**config.mk**
```make
export PLATFORM = sky130hd
export DESIGN_NAME = lbsm_line_buffer_monitor
export DESIGN_NICKNAME = d
export VERILOG_FILES = /design/src/shared/lbsm_pkg.sv /design/src/design/lbsm_line_buffer_monitor.sv /design/src/design/lbsm_delay_timer.sv
export SDC_FILE = /design/constraint.sdc
export NUM_CORES = 1
export LEC_CHECK = 0
export CELL_PAD_IN_SITES_DETAIL_PLACEMENT = 0
export CELL_PAD_IN_SITES_GLOBAL_PLACEMENT = 1
export CORE_UTILIZATION = 30
export CTS_BUF_LIST = sky130_fd_sc_hd__clkbuf_8
export CTS_CLUSTER_DIAMETER = 150
export DETAILED_ROUTE_END_ITERATION = 10
export DONT_BUFFER_PORTS = 1
export PLACE_DENSITY_LB_ADDON = 0.3
export RECOVER_POWER = 50
export SETUP_SLACK_MARGIN = 0.1
export SLEW_MARGIN = 20
export SYNTH_ARGS = -nofsm -noshare
export SYNTH_HDL_FRONTEND = slang
export SYNTH_SLANG_ARGS = --single-unit
```
**constraint.sdc**
```tcl
create_clock -name clk -period 6.7 [get_ports clk]
set_input_delay 0.67 -clock clk [delete_from_list [all_inputs] [get_ports clk]]
set_output_delay 0.67 -clock clk [all_outputs]
set_load 0.005 [all_outputs]
```
**src/shared/lbsm_pkg.sv**
```systemverilog
// Constants, state encodings and timing for the line and buffer state monitor.
package lbsm_pkg;

  // ----------------------------------------------------------------
  // Clock and timing
  // ----------------------------------------------------------------
  localparam int CLK_FREQ_HZ          = 100_000_000;
  localparam int ONE_SECOND_MS        = 1000;
  localparam int FIFTEEN_SECOND_MS    = 15000;
  localparam int CYCLES_PER_MS        = CLK_FREQ_HZ / 1000;
  localparam int ONE_SECOND_CYCLES    = ONE_SECOND_MS * CYCLES_PER_MS;
  localparam int FIFTEEN_SECOND_CYCLES = FIFTEEN_SECOND_MS * CYCLES_PER_MS;
  localparam int TIMER_W              = 32;

  // ----------------------------------------------------------------
  // Indicator widths, state counts and line classes
  // ----------------------------------------------------------------
  localparam int LINE_STATES = 16;
  localparam int BUF_STATES  = 8;
  localparam int LINE_IND_W  = 4;
  localparam int BUF_IND_W   = 3;

  localparam logic [1:0] LCLASS_INTERMEDIATE = 2'h0;
  localparam logic [1:0] LCLASS_RECEIVING    = 2'h1;
  localparam logic [1:0] LCLASS_TRANSMITTING = 2'h2;

  localparam logic LAMP_OFF = 1'h0;

  // ----------------------------------------------------------------
  // Line controller states; bit position is the indicator value.
  // ----------------------------------------------------------------
  typedef enum logic [15:0] {
    LS_IDLE_WAIT        = 16'h0001,
    LS_ATTENTION        = 16'h0002,
    LS_POLL_SEEN        = 16'h0004,
    LS_ADDRESS_WAIT     = 16'h0008,
    LS_STATUS_CHECK     = 16'h0010,
    LS_ONE_SECOND_DELAY = 16'h0020,
    LS_RECEIVE_DONE     = 16'h0040,
    LS_REPLY_SENT       = 16'h0080,
    LS_RECEIVE_MESSAGE  = 16'h0100,
    LS_PRE_RECEIVE      = 16'h0200,
    LS_TX_READY         = 16'h0400,
    LS_TX_START         = 16'h0800,
    LS_TX_WAIT          = 16'h1000,
    LS_TRANSMIT_MESSAGE = 16'h2000,
    LS_RETRY_PENDING    = 16'h4000,
    LS_FAILURE          = 16'h8000
  } lbsm_line_state_t;

  // ----------------------------------------------------------------
  // Buffer controller states; bit position is the indicator value.
  // ----------------------------------------------------------------
  typedef enum logic [7:0] {
    BS_INITIAL     = 8'h01,
    BS_ENTRY       = 8'h02,
    BS_STORE       = 8'h04,
    BS_LOAD        = 8'h08,
    BS_READY       = 8'h10,
    BS_PRINT_FIRST = 8'h20,
    BS_PRINT_WAIT  = 8'h40,
    BS_PRINT_LAST  = 8'h80
  } lbsm_buf_state_t;

endpackage

```
**src/design/lbsm_line_buffer_monitor.sv**
```systemverilog
// Line control and buffer control sequencing with data-check and attention lamps.
`timescale 1ns/1ps
`default_nettype none
// Operation
// RL1: Buffer sits in its initial state while the line transmits the message.
// RL2: Parity error on a character received in message-receive lights data check.
// RL3: Parity error on a character sent in message-transmit lights data check.
// RL4: Negative reply after the second transmission moves to failure and lights data check.
// RL5: Parity error in keyboard entry or buffer print states lights data check.
// RL6: Passing from one-second delay to attention lights the attention lamp.
// RL7: Entering the one-second delay starts a one-second timer; expiry moves on.
// RL8: Entering idle wait starts a fifteen-second timer; expiry moves on.
// RL9: A flag marks the first transmission of the message.
// RL10: A flag marks the second transmission; no further automatic retransmission.
// RL11: Parity error on the first received message character is flagged.
// RL12: End of reception classes the message as good or bad by parity.
// RL13: Address match is own address, or group or all-stations master.
// RL14: Open print feedback contacts mean magnets released and advance printing.
// RL15: Each line state is classed receiving, transmitting or intermediate.
// RL16: Line controller has sixteen states, buffer eight, shown on indicators.
// RL17: Buffer state four shows a message ready for the processor.
// RL18: Receive status is true only when the terminal can accept a message.
// RL19: Both lamps stay lit until the reset key, then clear.
module lbsm_line_buffer_monitor
  import lbsm_pkg::*;
#(
  parameter int ONE_SECOND_CYCLES_P     = ONE_SECOND_CYCLES,
  parameter int FIFTEEN_SECOND_CYCLES_P = FIFTEEN_SECOND_CYCLES
) (
  input  wire logic                  clk,
  input  wire logic                  rst,
  input  wire logic                  rx_char_valid,
  input  wire logic                  rx_parity_error,
  input  wire logic                  rx_is_poll,
  input  wire logic                  rx_is_own_address,
  input  wire logic                  rx_is_start,
  input  wire logic                  rx_is_end,
  input  wire logic                  rx_is_ack,
  input  wire logic                  rx_is_nak,
  input  wire logic                  rx_is_idle,
  input  wire logic                  tx_char_done,
  input  wire logic                  tx_parity_error,
  input  wire logic                  tx_last_char,
  input  wire logic                  group_master,
  input  wire logic                  all_stations_master,
  input  wire logic                  receive_ready,
  input  wire logic                  kbd_strobe,
  input  wire logic                  kbd_parity_error,
  input  wire logic                  buffer_parity_error,
  input  wire logic                  enter_key,
  input  wire logic                  send_key,
  input  wire logic                  clear_key,
  input  wire logic                  print_key,
  input  wire logic                  print_feedback_open,
  input  wire logic                  print_last_char,
  input  wire logic                  reset_key,
  output logic [LINE_IND_W-1:0]      line_indicator,
  output logic [BUF_IND_W-1:0]       buffer_indicator,
  output logic [1:0]                 line_class,
  output logic                       transmit_enable,
  output logic                       address_match,
  output logic                       receive_status,
  output logic                       data_check_lamp,
  output logic                       attention_lamp,
  output logic                       first_transmission,
  output logic                       second_transmission,
  output logic                       first_char_parity_fault,
  output logic                       receive_error_flag,
  output logic                       rx_message_ok,
  output logic                       rx_message_bad,
  output logic                       print_char_strobe
);

  lbsm_line_state_t line_q, line_d;
  lbsm_buf_state_t  buf_q, buf_d;
  logic             msg_pending_q;
  logic             first_char_pending_q;
  logic             boot_q;
  logic             one_start, one_busy, one_expired;
  logic             fif_start, fif_busy, fif_expired;
  logic             dc_set, att_set, buf_printing, rx_done_ok;

  // ----------------------------------------------------------------
  // Conditions
  // ----------------------------------------------------------------
  assign address_match  = rx_is_own_address | group_master | all_stations_master; // RL13
  assign receive_status = receive_ready & (buf_q == BS_INITIAL) & ~msg_pending_q; // RL18
  assign buf_printing   = (buf_q == BS_PRINT_FIRST) | (buf_q == BS_PRINT_WAIT)
                        | (buf_q == BS_PRINT_LAST);
  assign transmit_enable = (line_q == LS_TRANSMIT_MESSAGE);

  // ----------------------------------------------------------------
  // Delay timers
  // ----------------------------------------------------------------
  assign one_start = (line_d == LS_ONE_SECOND_DELAY) && (line_q != LS_ONE_SECOND_DELAY); // RL7
  assign fif_start = ((line_d == LS_IDLE_WAIT) && (line_q != LS_IDLE_WAIT)) || !boot_q; // RL8

  always_ff @(posedge clk or posedge rst) begin
    if (rst) begin
      boot_q <= 1'h0;
    end else begin
      boot_q <= 1'h1;
    end
  end

  lbsm_delay_timer #(.COUNT(ONE_SECOND_CYCLES_P)) u_one_second_timer (
    .clk     (clk),
    .rst     (rst),
    .start   (one_start),
    .busy    (one_busy),
    .expired (one_expired)
  );

  lbsm_delay_timer #(.COUNT(FIFTEEN_SECOND_CYCLES_P)) u_fifteen_second_timer (
    .clk     (clk),
    .rst     (rst),
    .start   (fif_start),
    .busy    (fif_busy),
    .expired (fif_expired)
  );

  // ----------------------------------------------------------------
  // Line controller
  // ----------------------------------------------------------------
  always_comb begin
    line_d = line_q;
    case (line_q)
      LS_IDLE_WAIT: begin
        if (rx_char_valid && rx_is_poll) begin
          line_d = LS_ADDRESS_WAIT;
        end else if (fif_expired) begin // RL8
          line_d = LS_ONE_SECOND_DELAY;
        end
      end
      LS_ADDRESS_WAIT: begin
        if (rx_char_valid) begin
          line_d = address_match ? LS_STATUS_CHECK : LS_IDLE_WAIT; // RL13
        end
      end
      LS_STATUS_CHECK: begin
        if (msg_pending_q) begin
          line_d = LS_TRANSMIT_MESSAGE;
        end else if (receive_status) begin // RL18
          line_d = LS_PRE_RECEIVE;
        end else begin
          line_d = LS_IDLE_WAIT;
        end
      end
      LS_PRE_RECEIVE: begin
        if (rx_char_valid && rx_is_start) begin
          line_d = LS_RECEIVE_MESSAGE;
        end
      end
      LS_RECEIVE_MESSAGE: begin
        if (rx_char_valid && rx_is_end) begin
          line_d = LS_RECEIVE_DONE;
        end
      end
      LS_RECEIVE_DONE:     line_d = LS_IDLE_WAIT;
      LS_TRANSMIT_MESSAGE: begin
        if (tx_char_done && tx_last_char) begin
          line_d = LS_RETRY_PENDING;
        end
      end
      LS_RETRY_PENDING: begin
        if (rx_char_valid && rx_is_ack) begin
          line_d = LS_IDLE_WAIT;
        end else if (rx_char_valid && rx_is_nak) begin
          line_d = second_transmission ? LS_FAILURE : LS_TRANSMIT_MESSAGE; // RL10
        end
      end
      LS_FAILURE: begin
        if (reset_key) begin
          line_d = LS_IDLE_WAIT;
        end
      end
      LS_ONE_SECOND_DELAY: begin
        if (one_expired) begin // RL7
          line_d = LS_ATTENTION;
        end
      end
      LS_ATTENTION: begin
        if ((rx_char_valid && rx_is_idle) || reset_key) begin
          line_d = LS_IDLE_WAIT;
        end
      end
      default: line_d = LS_IDLE_WAIT;
    endcase
  end

  always_ff @(posedge clk or posedge rst) begin
    if (rst) begin
      line_q <= LS_IDLE_WAIT;
    end else begin
      line_q <= line_d;
    end
  end

  // Indicator decode and line class.
  always_comb begin
    line_indicator   = '0;
    buffer_indicator = '0;
    for (int i = 0; i < LINE_STATES; i++) begin
      if (line_q[i]) begin
        line_indicator = LINE_IND_W'(i); // RL16
      end
    end
    for (int j = 0; j < BUF_STATES; j++) begin
      if (buf_q[j]) begin
        buffer_indicator = BUF_IND_W'(j); // RL16
      end
    end
    case (line_q)
      LS_PRE_RECEIVE, LS_RECEIVE_MESSAGE: line_class = LCLASS_RECEIVING; // RL15
      LS_TRANSMIT_MESSAGE:                line_class = LCLASS_TRANSMITTING; // RL15
      default:                            line_class = LCLASS_INTERMEDIATE; // RL15
    endcase
  end

  // ----------------------------------------------------------------
  // Transmission tracking
  // ----------------------------------------------------------------
  always_ff @(posedge clk or posedge rst) begin
    if (rst) begin
      first_transmission  <= 1'h0;
      second_transmission <= 1'h0;
    end else if (line_q == LS_STATUS_CHECK && line_d == LS_TRANSMIT_MESSAGE) begin
      first_transmission  <= 1'h1; // RL9
      second_transmission <= 1'h0;
    end else if (line_q == LS_RETRY_PENDING && line_d == LS_TRANSMIT_MESSAGE) begin
      first_transmission  <= 1'h0;
      second_transmission <= 1'h1; // RL10
    end else if (line_d == LS_IDLE_WAIT) begin
      first_transmission  <= 1'h0;
      second_transmission <= 1'h0;
    end
  end

  always_ff @(posedge clk or posedge rst) begin
    if (rst) begin
      msg_pending_q <= 1'h0;
    end else if (buf_q == BS_ENTRY && send_key) begin
      msg_pending_q <= 1'h1;
    end else if ((line_q == LS_RETRY_PENDING && line_d == LS_IDLE_WAIT)
                 || line_d == LS_FAILURE || (buf_q == BS_READY && clear_key)) begin
      msg_pending_q <= 1'h0;
    end
  end

  // ----------------------------------------------------------------
  // Reception checks
  // ----------------------------------------------------------------
  always_ff @(posedge clk or posedge rst) begin
    if (rst) begin
      first_char_pending_q    <= 1'h0;
      first_char_parity_fault <= 1'h0;
      receive_error_flag      <= 1'h0;
    end else if (line_q == LS_PRE_RECEIVE && line_d == LS_RECEIVE_MESSAGE) begin
      first_char_pending_q    <= 1'h1;
      first_char_parity_fault <= 1'h0;
      receive_error_flag      <= 1'h0;
    end else if (line_q == LS_RECEIVE_MESSAGE && rx_char_valid) begin
      first_char_pending_q <= 1'h0;
      if (first_char_pending_q && rx_parity_error) begin
        first_char_parity_fault <= 1'h1; // RL11
      end
      if (rx_parity_error) begin
        receive_error_flag <= 1'h1; // RL12
      end
    end
  end

  assign rx_done_ok = (line_q == LS_RECEIVE_DONE) && !receive_error_flag;

  always_ff @(posedge clk or posedge rst) begin
    if (rst) begin
      rx_message_ok  <= 1'h0;
      rx_message_bad <= 1'h0;
    end else begin
      rx_message_ok  <= rx_done_ok; // RL12
      rx_message_bad <= (line_q == LS_RECEIVE_DONE) && receive_error_flag; // RL12
    end
  end

  // ----------------------------------------------------------------
  // Buffer controller
  // ----------------------------------------------------------------
  always_comb begin
    buf_d = buf_q;
    case (buf_q)
      BS_INITIAL: begin
        if (enter_key) begin
          buf_d = BS_ENTRY;
        end else if (rx_done_ok) begin
          buf_d = BS_PRINT_FIRST;
        end
      end
      BS_ENTRY: begin
        if (send_key) begin
          buf_d = BS_READY; // RL17
        end else if (clear_key) begin
          buf_d = BS_INITIAL;
        end
      end
      BS_READY: begin
        if (clear_key) begin
          buf_d = BS_ENTRY;
        end else if (print_key) begin
          buf_d = BS_PRINT_FIRST;
        end
      end
      BS_PRINT_FIRST: buf_d = BS_PRINT_WAIT;
      BS_PRINT_WAIT: begin
        if (print_feedback_open) begin // RL14
          buf_d = print_last_char ? BS_PRINT_LAST : BS_PRINT_FIRST;
        end
      end
      BS_PRINT_LAST:  buf_d = msg_pending_q ? BS_READY : BS_INITIAL;
      default:        buf_d = BS_INITIAL;
    endcase
    if (line_d == LS_TRANSMIT_MESSAGE) begin
      buf_d = BS_INITIAL; // RL1
    end
  end

  always_ff @(posedge clk or posedge rst) begin
    if (rst) begin
      buf_q             <= BS_INITIAL;
      print_char_strobe <= 1'h0;
    end else begin
      buf_q             <= buf_d;
      print_char_strobe <= (buf_q == BS_PRINT_FIRST);
    end
  end

  // ----------------------------------------------------------------
  // Lamps
  // ----------------------------------------------------------------
  assign dc_set = (line_q == LS_RECEIVE_MESSAGE && rx_char_valid && rx_parity_error) // RL2
                | (line_q == LS_TRANSMIT_MESSAGE && tx_char_done && tx_parity_error) // RL3
                | (line_q == LS_RETRY_PENDING && line_d == LS_FAILURE) // RL4
                | (buf_q == BS_ENTRY && kbd_strobe && kbd_parity_error) // RL5
                | (buf_printing && buffer_parity_error); // RL5
  assign att_set = (line_q == LS_ONE_SECOND_DELAY) && (line_d == LS_ATTENTION); // RL6

  always_ff @(posedge clk or posedge rst) begin
    if (rst) begin
      data_check_lamp <= LAMP_OFF;
      attention_lamp  <= LAMP_OFF;
    end else begin
      data_check_lamp <= dc_set | (data_check_lamp & ~reset_key); // RL19
      attention_lamp  <= att_set | (attention_lamp & ~reset_key); // RL19
    end
  end
endmodule
`default_nettype wire

```
**src/design/lbsm_delay_timer.sv**
```systemverilog
// Restartable one-shot delay timer with a one-cycle expiry pulse.
`timescale 1ns/1ps
`default_nettype none
module lbsm_delay_timer
  import lbsm_pkg::*;
#(
  parameter int COUNT = ONE_SECOND_CYCLES
) (
  input  wire logic clk,
  input  wire logic rst,
  input  wire logic start,
  output logic      busy,
  output logic      expired
);

  logic [TIMER_W-1:0] cnt_q;

  // Start reloads the count; expiry pulses COUNT cycles after the start edge.
  always_ff @(posedge clk or posedge rst) begin
    if (rst) begin
      cnt_q   <= '0;
      expired <= 1'h0;
    end else begin
      expired <= 1'h0;
      if (start) begin
        cnt_q <= TIMER_W'(COUNT);
      end else if (cnt_q != '0) begin
        cnt_q <= cnt_q - TIMER_W'(1);
        if (cnt_q == TIMER_W'(1)) begin
          expired <= 1'h1;
        end
      end
    end
  end

  assign busy = (cnt_q != '0);

endmodule
`default_nettype wire

```
==> results of run 1 <==
[power groups by stage]
| stage | logic [mW] | clock network [mW] | registers [mW] |
|---|---|---|---|
| after floorplan | 0.200 | 0 | 0.730 |
| after global placement | 0.239 | 0 | 0.751 |
| after detailed placement | 0.240 | 0 | 0.752 |
| after CTS | 0.242 | 0.434 | 0.740 |
| after global routing | 0.275 | 0.455 | 0.751 |
| final | 0.240 | 0.415 | 0.741 |
[metrics by stage]
stage | util (%) | hold slack [ns] | setup slack [ns] | cells
after floorplan | - | 0.4501 | 3.415 | 605
after global placement | 32.26 | 0.4724 | 3.942 | 820
after detailed placement | 32.26 | 0.4895 | 3.918 | 820
after CTS | 33.42 | 0.1963 | 3.706 | 835
after global routing | 33.42 | 0.3603 | 3.470 | 835
final | 33.42 | 0.3743 | 3.689 | 835
[worst max-delay path, cell delays in order (launching register included)]
cell	delay (ns)
dfrtp_1	0.45
nor4_1	0.71
nand2_1	0.26
nor3_1	0.54
[routing by layer]
metal,global-route usage (%),vias to the layer above,wire length (µm)
li1,-,2201,-
met1,20.44,2206,6549
met2,24.78,109,6571
met3,2.851,14,647
met4,6.159,0,259
met5,0,-,0
[kinds of logic (layout without fill, tap and decap cells)]
family / after synthesis / count (layout) / share of synthesized area, %
flip-flops: 100 / 100 / 45.18
other: 2 / 6 / 0.1355
adder cells (fa/ha/maj): 4 / 4 / 0.9028
AO/OA/AOI/OAI: 98 / 98 / 12.10
buffers and inverters: 40 / 41 / 2.821
AND/OR/NAND/NOR: 311 / 311 / 31.60
XOR/XNOR: 46 / 46 / 7.267
[worst min-delay path by stage]
| stage | end | slack [ns] |
|---|---|---|
| final | line_q[3] | 0.37 |
| after global routing | line_q[3] | 0.36 |
| after CTS | u_one_second_timer.cnt_q[6] | 0.20 |
| after detailed placement | first_char_pending_q | 0.49 |
| after global placement | first_char_pending_q | 0.47 |
| after floorplan | first_char_pending_q | 0.45 |
[cell type report]
class,count,area [µm²]
fillers,1840,12000
multi-input cells,465,2904
flip-flops and latches,100,2505
well taps,229,286.5
clock buffers,12,165.2
inverters,21,80.08
clock inverters,3,45.04
repair buffers,5,37.54
[sequential cells by signal (all words and copies together) (netlist names)]
register / cells
attention_lamp: 1
u_one_second_timer.cnt_q: 32
msg_pending_q: 1
first_char_pending_q: 1
u_fifteen_second_timer.expired: 1
rx_message_ok: 1
buf_q: 6
print_char_strobe: 1
first_char_parity_fault: 1
line_q: 16
receive_error_flag: 1
second_transmission: 1
rx_message_bad: 1
first_transmission: 1
u_fifteen_second_timer.cnt_q: 32
boot_q: 1
u_one_second_timer.expired: 1
data_check_lamp: 1
[cells in the final DEF (no fill, tap or decap), types with 17 or more instances in the layout]
cell / instances
a21oi_1: 20
dfrtp_1: 98
inv_1: 20
nand2_1: 49
nand3_1: 17
nor2_1: 58
nor3_1: 28
nor4_1: 32
or4_1: 19
xnor2_1: 28
xor2_1: 18
[Yosys cell counts (all sizes together), types with 2 or more instances]
cell | n | area [µm²]
a211o | 2 | 17.52
a21boi | 4 | 30.03
a21o | 2 | 15.01
a21oi | 20 | 100.1
a221oi | 2 | 17.52
a31o | 2 | 17.52
a31oi | 2 | 12.51
and2 | 15 | 93.84
and3 | 7 | 43.79
and4 | 2 | 17.52
buf | 2 | 12.51
clkbuf | 17 | 65.06
conb | 2 | 7.510
dfrtp | 98 | 2452
dfstp | 2 | 52.55
ha | 4 | 50.05
inv | 21 | 78.83
nand2 | 49 | 183.9
nand2b | 11 | 68.82
nand3 | 17 | 85.08
nand3b | 5 | 37.54
nand4 | 11 | 68.82
nand4b | 5 | 43.79
nor2 | 58 | 217.7
nor2b | 7 | 43.79
nor3 | 28 | 140.1
nor3b | 4 | 35.03
nor4 | 35 | 246.5
nor4b | 5 | 43.79
o2111ai | 3 | 26.28
o211ai | 6 | 45.04
o21ai | 23 | 115.1
o21bai | 3 | 22.52
o22ai | 2 | 12.51
o31a | 2 | 17.52
o31ai | 8 | 60.06
o32ai | 3 | 26.28
or2 | 8 | 50.05
or3 | 17 | 107.6
or4 | 21 | 165.2
or4b | 4 | 40.04
xnor2 | 28 | 245.2
xor2 | 18 | 157.7
==> key figures, run 1 <==
Outcome
  • Status: finished with violations
  • Failing checks: max-capacitance violations, max-slew violations

Power and ir drop
  • Peak VDD IR: 0.0001263 V
  • Switch share: a little under a third
  • Pwr Total: 1.396 mW
  • Pwr/cell area: about 230 mW/mm²
  • Clock power share: about 30%
  • Net Switching: about 420 µW
  • Leak pwr: approximately 2.3 nW
  • Seq pwr share: 53.1%
  • Internal power: 973.0 µW
  • Comb power frac: about 17%

STA
  • Slew at the pin closest to its max-slew limit: 1.775 ns
  • Final count of negative-setup-slack endpoints: 0
  • Final Hold Vio Count: 0
  • Fin crit period: approximately 3 ns
  • Worst Skew: 0.006986 ns
  • Fin. max-slew vios: 41
  • Fmax: 332.2 MHz
  • Relative slew slack: -18.98%
  • Setup TNS Final: 0 ns
  • Final period utilization: 44.93%
  • RSZ-0062 raised after global routing: no

Clock tree
  • Post-cts resize count: 0
  • Clock Sinks: 100
  • Post-CTS setup buffer count: 0
  • H-tree levels: 3
  • CTS buffer count: 9
  • Clock tree from TritonCTS: done
  • Cts-stage hold buffer count: 0
  • Root buffer cell: clkbuf_8
  • Worst-skew pair later-pin latency: 0.38 ns
  • CTS clk-pin slew, worst paths: 0.09 ns
  • Clock Tree Buf Depth: 2

Synth
  • Post-Synthesis Mean Instance Area: ~9.2 µm²
  • Distinct cells, synth: between 70 and 80
  • YS warnings: 0
  • Ys async rst share: 100.0%
  • Post-synth EDFFs: 0
  • Post-Syn Area: ~0.0055 mm²
  • #FFs+latches synth: 100
  • Sequential share of the synthesized area: 45.18%
  • Synthesized instance count: 601
  • Most used DFF post-synth: dfrtp_1

Critical path
  • Reg-to-reg critical path startpoint: line_q[8]
  • CP required: around 6.0 ns
  • Crit path capture: line_class[1]
  • Worst setup EP type: primary output
  • Crit-path max FO: 7
  • RR Endpoint: u_one_second_timer.expired
  • Worst Reg2Reg Path Length in Cells: 5
  • Setup CP Type: flop to primary output
  • Internal reg-to-reg setup slack: ~4 ns
  • CP Launch Type: flop
  • Critical Path AT: 2.34 ns
  • Critical path origin: line_q[8]

Run
  • Max-Cap Viols: 1

Worst hold path
  • Worst Hold Class: input pin to flop
  • Worst min-delay path startpoint: rx_char_valid
  • Hold Path Depth: 1

Detailed routing
  • Vias per std cell: 5.425
  • DRT Wirelength: roughly 14000 µm
  • DR vias: 4530
  • DRC Markers: 0
  • Drt first pass iters: 4
  • Wire per inst: 16.80 µm
  • ANT nets after route: 0
  • Iter 0 DRT Violations: 355

Placement
  • DP HPWL: 10010 µm
  • IO Port Bufs: 0
  • Gpl congestion: 0.8354
  • DP Area: 0.005814 mm²

Floorplanning
  • Die Y-Extent: approximately 140 µm
  • Initial Util: 30.76%
  • Row count: 49
  • Core area: 0.01802 mm²
  • Top Ports: between 40 and 50
  • Die width: 137.9 µm
  • Die ar.: 0.01903 mm²

Global routing
  • Initial antenna violation count: 0
  • Overall routing resource usage: around 15%
  • GR Overflow Total: 0
  • First-pass GRT wire length: 22730 µm
  • Vias in the first global route: 4350
  • Largest net degree at the start of global routing: 62

Final layout
  • P&R area growth vs syn: 8.644%
  • # diodes: 0
  • Share of cells above drive strength 1: 6.766%
  • Fin area: 0.006023 mm²
  • Post-layout nets: 633
(Power assumes the default switching activity.)
==> inputs of run 2 (changes only) <==
--- a/config.mk
+++ b/config.mk
@@ -5,6 +5,7 @@
 export SDC_FILE = /design/constraint.sdc
 export NUM_CORES = 1
 export LEC_CHECK = 0
+export ABC_AREA = 1
 export CELL_PAD_IN_SITES_DETAIL_PLACEMENT = 0
 export CELL_PAD_IN_SITES_GLOBAL_PLACEMENT = 1
 export CORE_UTILIZATION = 30
==> constraint.sdc (replaced) <==
create_clock -name clk -period 3.1 [get_ports clk]
set_input_delay 0.31 -clock clk [delete_from_list [all_inputs] [get_ports clk]]
set_output_delay 0.31 -clock clk [all_outputs]
set_load 0.005 [all_outputs]
==> run 2 against run 1 <==
  * Hold slack got worse by 0.33 ns
  * Critical path depth rose by 7
  * Die area rose by 11%
  * Count of clock-buffer cells in the layout fell by 1
  * Total power rose by 130%
  * Critical endpoint is now u_fifteen_second_timer.cnt_q[31]
  * Flip-flop and latch count did not move
  * The run ends with design-rule violations, max-capacitance violations, max-slew violations left
  * Sequential power rose by 110%
  * Cell area rose by 11%
  * Routed wire length rose by 10%
  * Synthesized cell count rose by 38%
  * Cell count rose by 34%
  * Largest power group unchanged
==> key figures, run 2 <==
Outcome
  • Status: finished with violations
  • Failing checks: design-rule violations, max-capacitance violations, max-slew violations

Clock tree
  • CTS buffer count: 9 (unchanged)
  • Root buffer cell: clkbuf_8
  • Post-CTS setup buffer count: 0 (unchanged)
  • Clock Tree Buf Depth: 2 (unchanged)
  • CTS clk-pin slew, worst paths: 0.10 ns (about the same)
  • Clock tree from TritonCTS: done
  • H-tree levels: 3 (unchanged)
  • Worst-skew pair later-pin latency: 0.39 ns (about the same)
  • Clock Sinks: 100 (unchanged)

STA
  • Fmax: 419.0 MHz
  • Relative slew slack: -41.58% (-23 points)
  • Worst Skew: 0.01214 ns (+0.005150 ns)
  • Fin crit period: 2.387 ns
  • RSZ-0062 raised after global routing: no
  • Final Hold Vio Count: 0 (unchanged)
  • Fin. max-slew vios: 55 (+34%)
  • Final period utilization: between 70% and 80%
  • Setup TNS Final: 0 ns (unchanged)
  • WHS: 0.04218 ns (-0.3321 ns)
  • Final count of negative-setup-slack endpoints: 0 (unchanged)
  • Slew at the pin closest to its max-slew limit: 2.121 ns (+0.3464 ns)

Critical path
  • CP required: 3.35 ns (-2.68 ns)
  • Critical Path AT: 2.63 ns (+0.29 ns)
  • Setup CP Type: flop to flop
  • Internal reg-to-reg setup slack: 0.71 ns (-3.18 ns)
  • Crit-path max FO: 21 (+14)
  • Worst Reg2Reg Path Length in Cells: 10 (+5)
  • CP Launch Type: flop
  • Reg-to-reg critical path startpoint: line_q[5]
  • Critical path origin: line_q[5]
  • RR Endpoint: u_fifteen_second_timer.cnt_q[31]
  • Worst setup EP type: flop

Synth
  • Synth area leaders: dfrtp_1, nand2_1, nor2_1
  • Ys async rst share: 100.0% (unchanged)
  • Top-area cell type share of the netlist area: 39.84% (-4.4 points)
  • #FFs+latches synth: 100 (unchanged)
  • YS warnings: 0 (unchanged)
  • Post-Syn Area: 0.006156 mm² (+11%)
  • Synthesized instance count: 830 (+38%)
  • Area leader, netlist: dfrtp_1
  • Most used DFF post-synth: dfrtp_1
  • Top cells by count, synth: nand2_1, nor2_1, inv_1, dfrtp_1, nand3_1
  • Sequential share of the synthesized area: 40.69% (-4.5 points)
  • Post-synth EDFFs: 0 (unchanged)
  • Distinct cells, synth: 45 (-37%)
  • Post-Synthesis Mean Instance Area: 7.417 µm² (-20%)
  • Top-count cell post-synth: nand2_1

Run
  • Max-Cap Viols: 1 (unchanged)

Floorplanning
  • Top Ports: 48 (unchanged)
  • Die Y-Extent: 145.2 µm (+5.3%)
  • Die width: 145.2 µm (+5.3%)
  • Core area: 0.02017 mm² (+12%)
  • Initial Util: 30.52% (-0.24 points)
  • Die ar.: 0.02110 mm² (+11%)
  • Row count: 52 (+6.1%)

Placement
  • IO Port Bufs: 0 (unchanged)
  • DP Area: 0.006476 mm² (+11%)
  • DP HPWL: 11750 µm (+17%)
  • Gpl congestion: 0.7919 (-5.2%)
  • Post-Place Cells: 1099 (+34%)

Detailed routing
  • Vias per std cell: 4.560 (-16%)
  • DR vias: 5089 (+12%)
  • Drt first pass iters: 9 (+5)
  • DRC Markers: 1 (+1)
  • DRT Wirelength: 15450 µm (+10%)
  • Iter 0 DRT Violations: 227 (-36%)
  • ANT nets after route: 0 (unchanged)
  • Wire per inst: 13.84 µm (-18%)

Final layout
  • # diodes: 0 (unchanged)
  • Share of cells above drive strength 1: 11.47% (+4.7 points)
  • Post-layout nets: 872 (+38%)
  • Biggest regs: u_fifteen_second_timer.cnt_q x32, u_one_second_timer.cnt_q x32, line_q x16
  • Most common cell after layout, fill and taps aside: nand2_1
  • Fin area: 0.006666 mm² (+11%)
  • P&R area growth vs syn: 8.293%
  • Most frequent cells in the layout: nand2_1, nor2_1, inv_1
  • Fin cells: 1116 (+34%)

Power and ir drop
  • Leak pwr: 3.145 nW (+37%)
  • Pwr/cell area: 472.1 mW/mm² (+100%)
  • Peak VDD IR: 0.0001704 V (+35%)
  • Pwr Total: 3.148 mW (+130%)

Worst hold path
  • Hold EP: data_check_lamp
  • Worst Hold Class: input pin to flop
  • Hold Path Depth: 2 (+1)
  • Worst min-delay path startpoint: buffer_parity_error

Global routing
  • GR Overflow Total: 0 (unchanged)
  • First-pass GRT wire length: 26290 µm (+16%)
  • Vias in the first global route: 5123 (+18%)
  • Largest net degree at the start of global routing: 56 (-9.7%)
  • Initial antenna violation count: 0 (unchanged)
  • Overall routing resource usage: 15.71% (+0.26 points)
==> run 2: cell types whose count changed after synthesis, moves of 16 or more <==
cell / delta
nand3_1: +31
xnor2_1: -16
nor2_1: +98
nand4_1: +21
nor4_1: -29
nor2_2: +35
or4_1: -19
inv_1: +78
or3_1: -16
clkbuf_1: -16
nand2_1: +132
==> run 2: worst max-delay path by stage <==
| stage | end | slack, ns | cells after the start |
|---|---|---|---|
| 2_1_floorplan | attention_lamp | 0.17 | 1 |
| 3_3_place_gp | u_one_second_timer.cnt_q[15] | 0.81 | 11 |
| 4_1_cts | u_one_second_timer.cnt_q[15] | 0.70 | 11 |
| 3_5_place_dp | u_one_second_timer.cnt_q[15] | 0.72 | 11 |
| 5_1_grt | rx_message_bad | 0.31 | 2 |
| 6_report | u_fifteen_second_timer.cnt_q[31] | 0.71 | 10 |
==> run 2: cell families (layout without fill, tap and decap cells) <==
logic type	count (synthesis)	after routing	share of synthesized area, %
AO/OA/AOI/OAI	58	58	5.529
buffers and inverters	114	126	7.724
adder cells (fa/ha/maj)	4	4	0.8130
AND/OR/NAND/NOR	518	518	40.28
flip-flops	100	100	40.69
XOR/XNOR	34	34	4.837
other	2	6	0.1220
==> run 2: metrics by stage <==
| step | util, % | setup slack [ns] |
|---|---|---|
| finish | 33.05 | 0.7131 |
| global route | 33.05 | 0.3056 |
| CTS | 33.16 | 0.7029 |
| detailed placement | 32.11 | 0.7166 |
| global placement | 32.11 | 0.8141 |
| floorplan | - | 0.1745 |
==> run 2: power by group <==
| group | switching (mW) | leakage (nW) | internal, mW |
|---|---|---|---|
| logic | 0.426 | 1.81 | 0.245 |
| registers | 0.144 | 1.23 | 1.45 |
| clock network | 0.472 | 0.107 | 0.412 |
| total | 1.04 | 3.14 | 2.11 |
==> run 2: final cells by class <==
cell class	count	area (µm²)
Fill cell	2197	13500
Multi-Input combinational cell	620	3171
Sequential cell	100	2505
Inverter	104	390.4
Tap cell	270	337.8
Clock buffer	11	151.4
Timing Repair Buffer	6	60.06
Clock inverter	5	51.30
==> run 2: what timing repair did <==
item / in CTS / in global routing
endpoints found under the hold margin: 54 / 0
hold buffers: 1 / 0
gates resized for setup: 0 / 0
==> run 2: per-layer routing <==
| metal | track usage (%) | part of all wire (%) |
|---|---|---|
| met5 | 0 | 0 |
| met4 | 7.053 | 2.5 |
| met3 | 2.484 | 3.8 |
| met2 | 24.13 | 44 |
| met1 | 21.70 | 50 |
==> run 2: worst max-delay path: stages, from the launching register on <==
cell and delay, ns:
dfrtp_1 0.44, nor2_1 0.21, nand2_1 0.26, nor2_8 0.24, nand3_1 0.13, nand2_1 0.10, inv_1 0.06, nand3_2 0.14
nor2_8 0.07, nand2_2 0.52, nor2_1 0.07
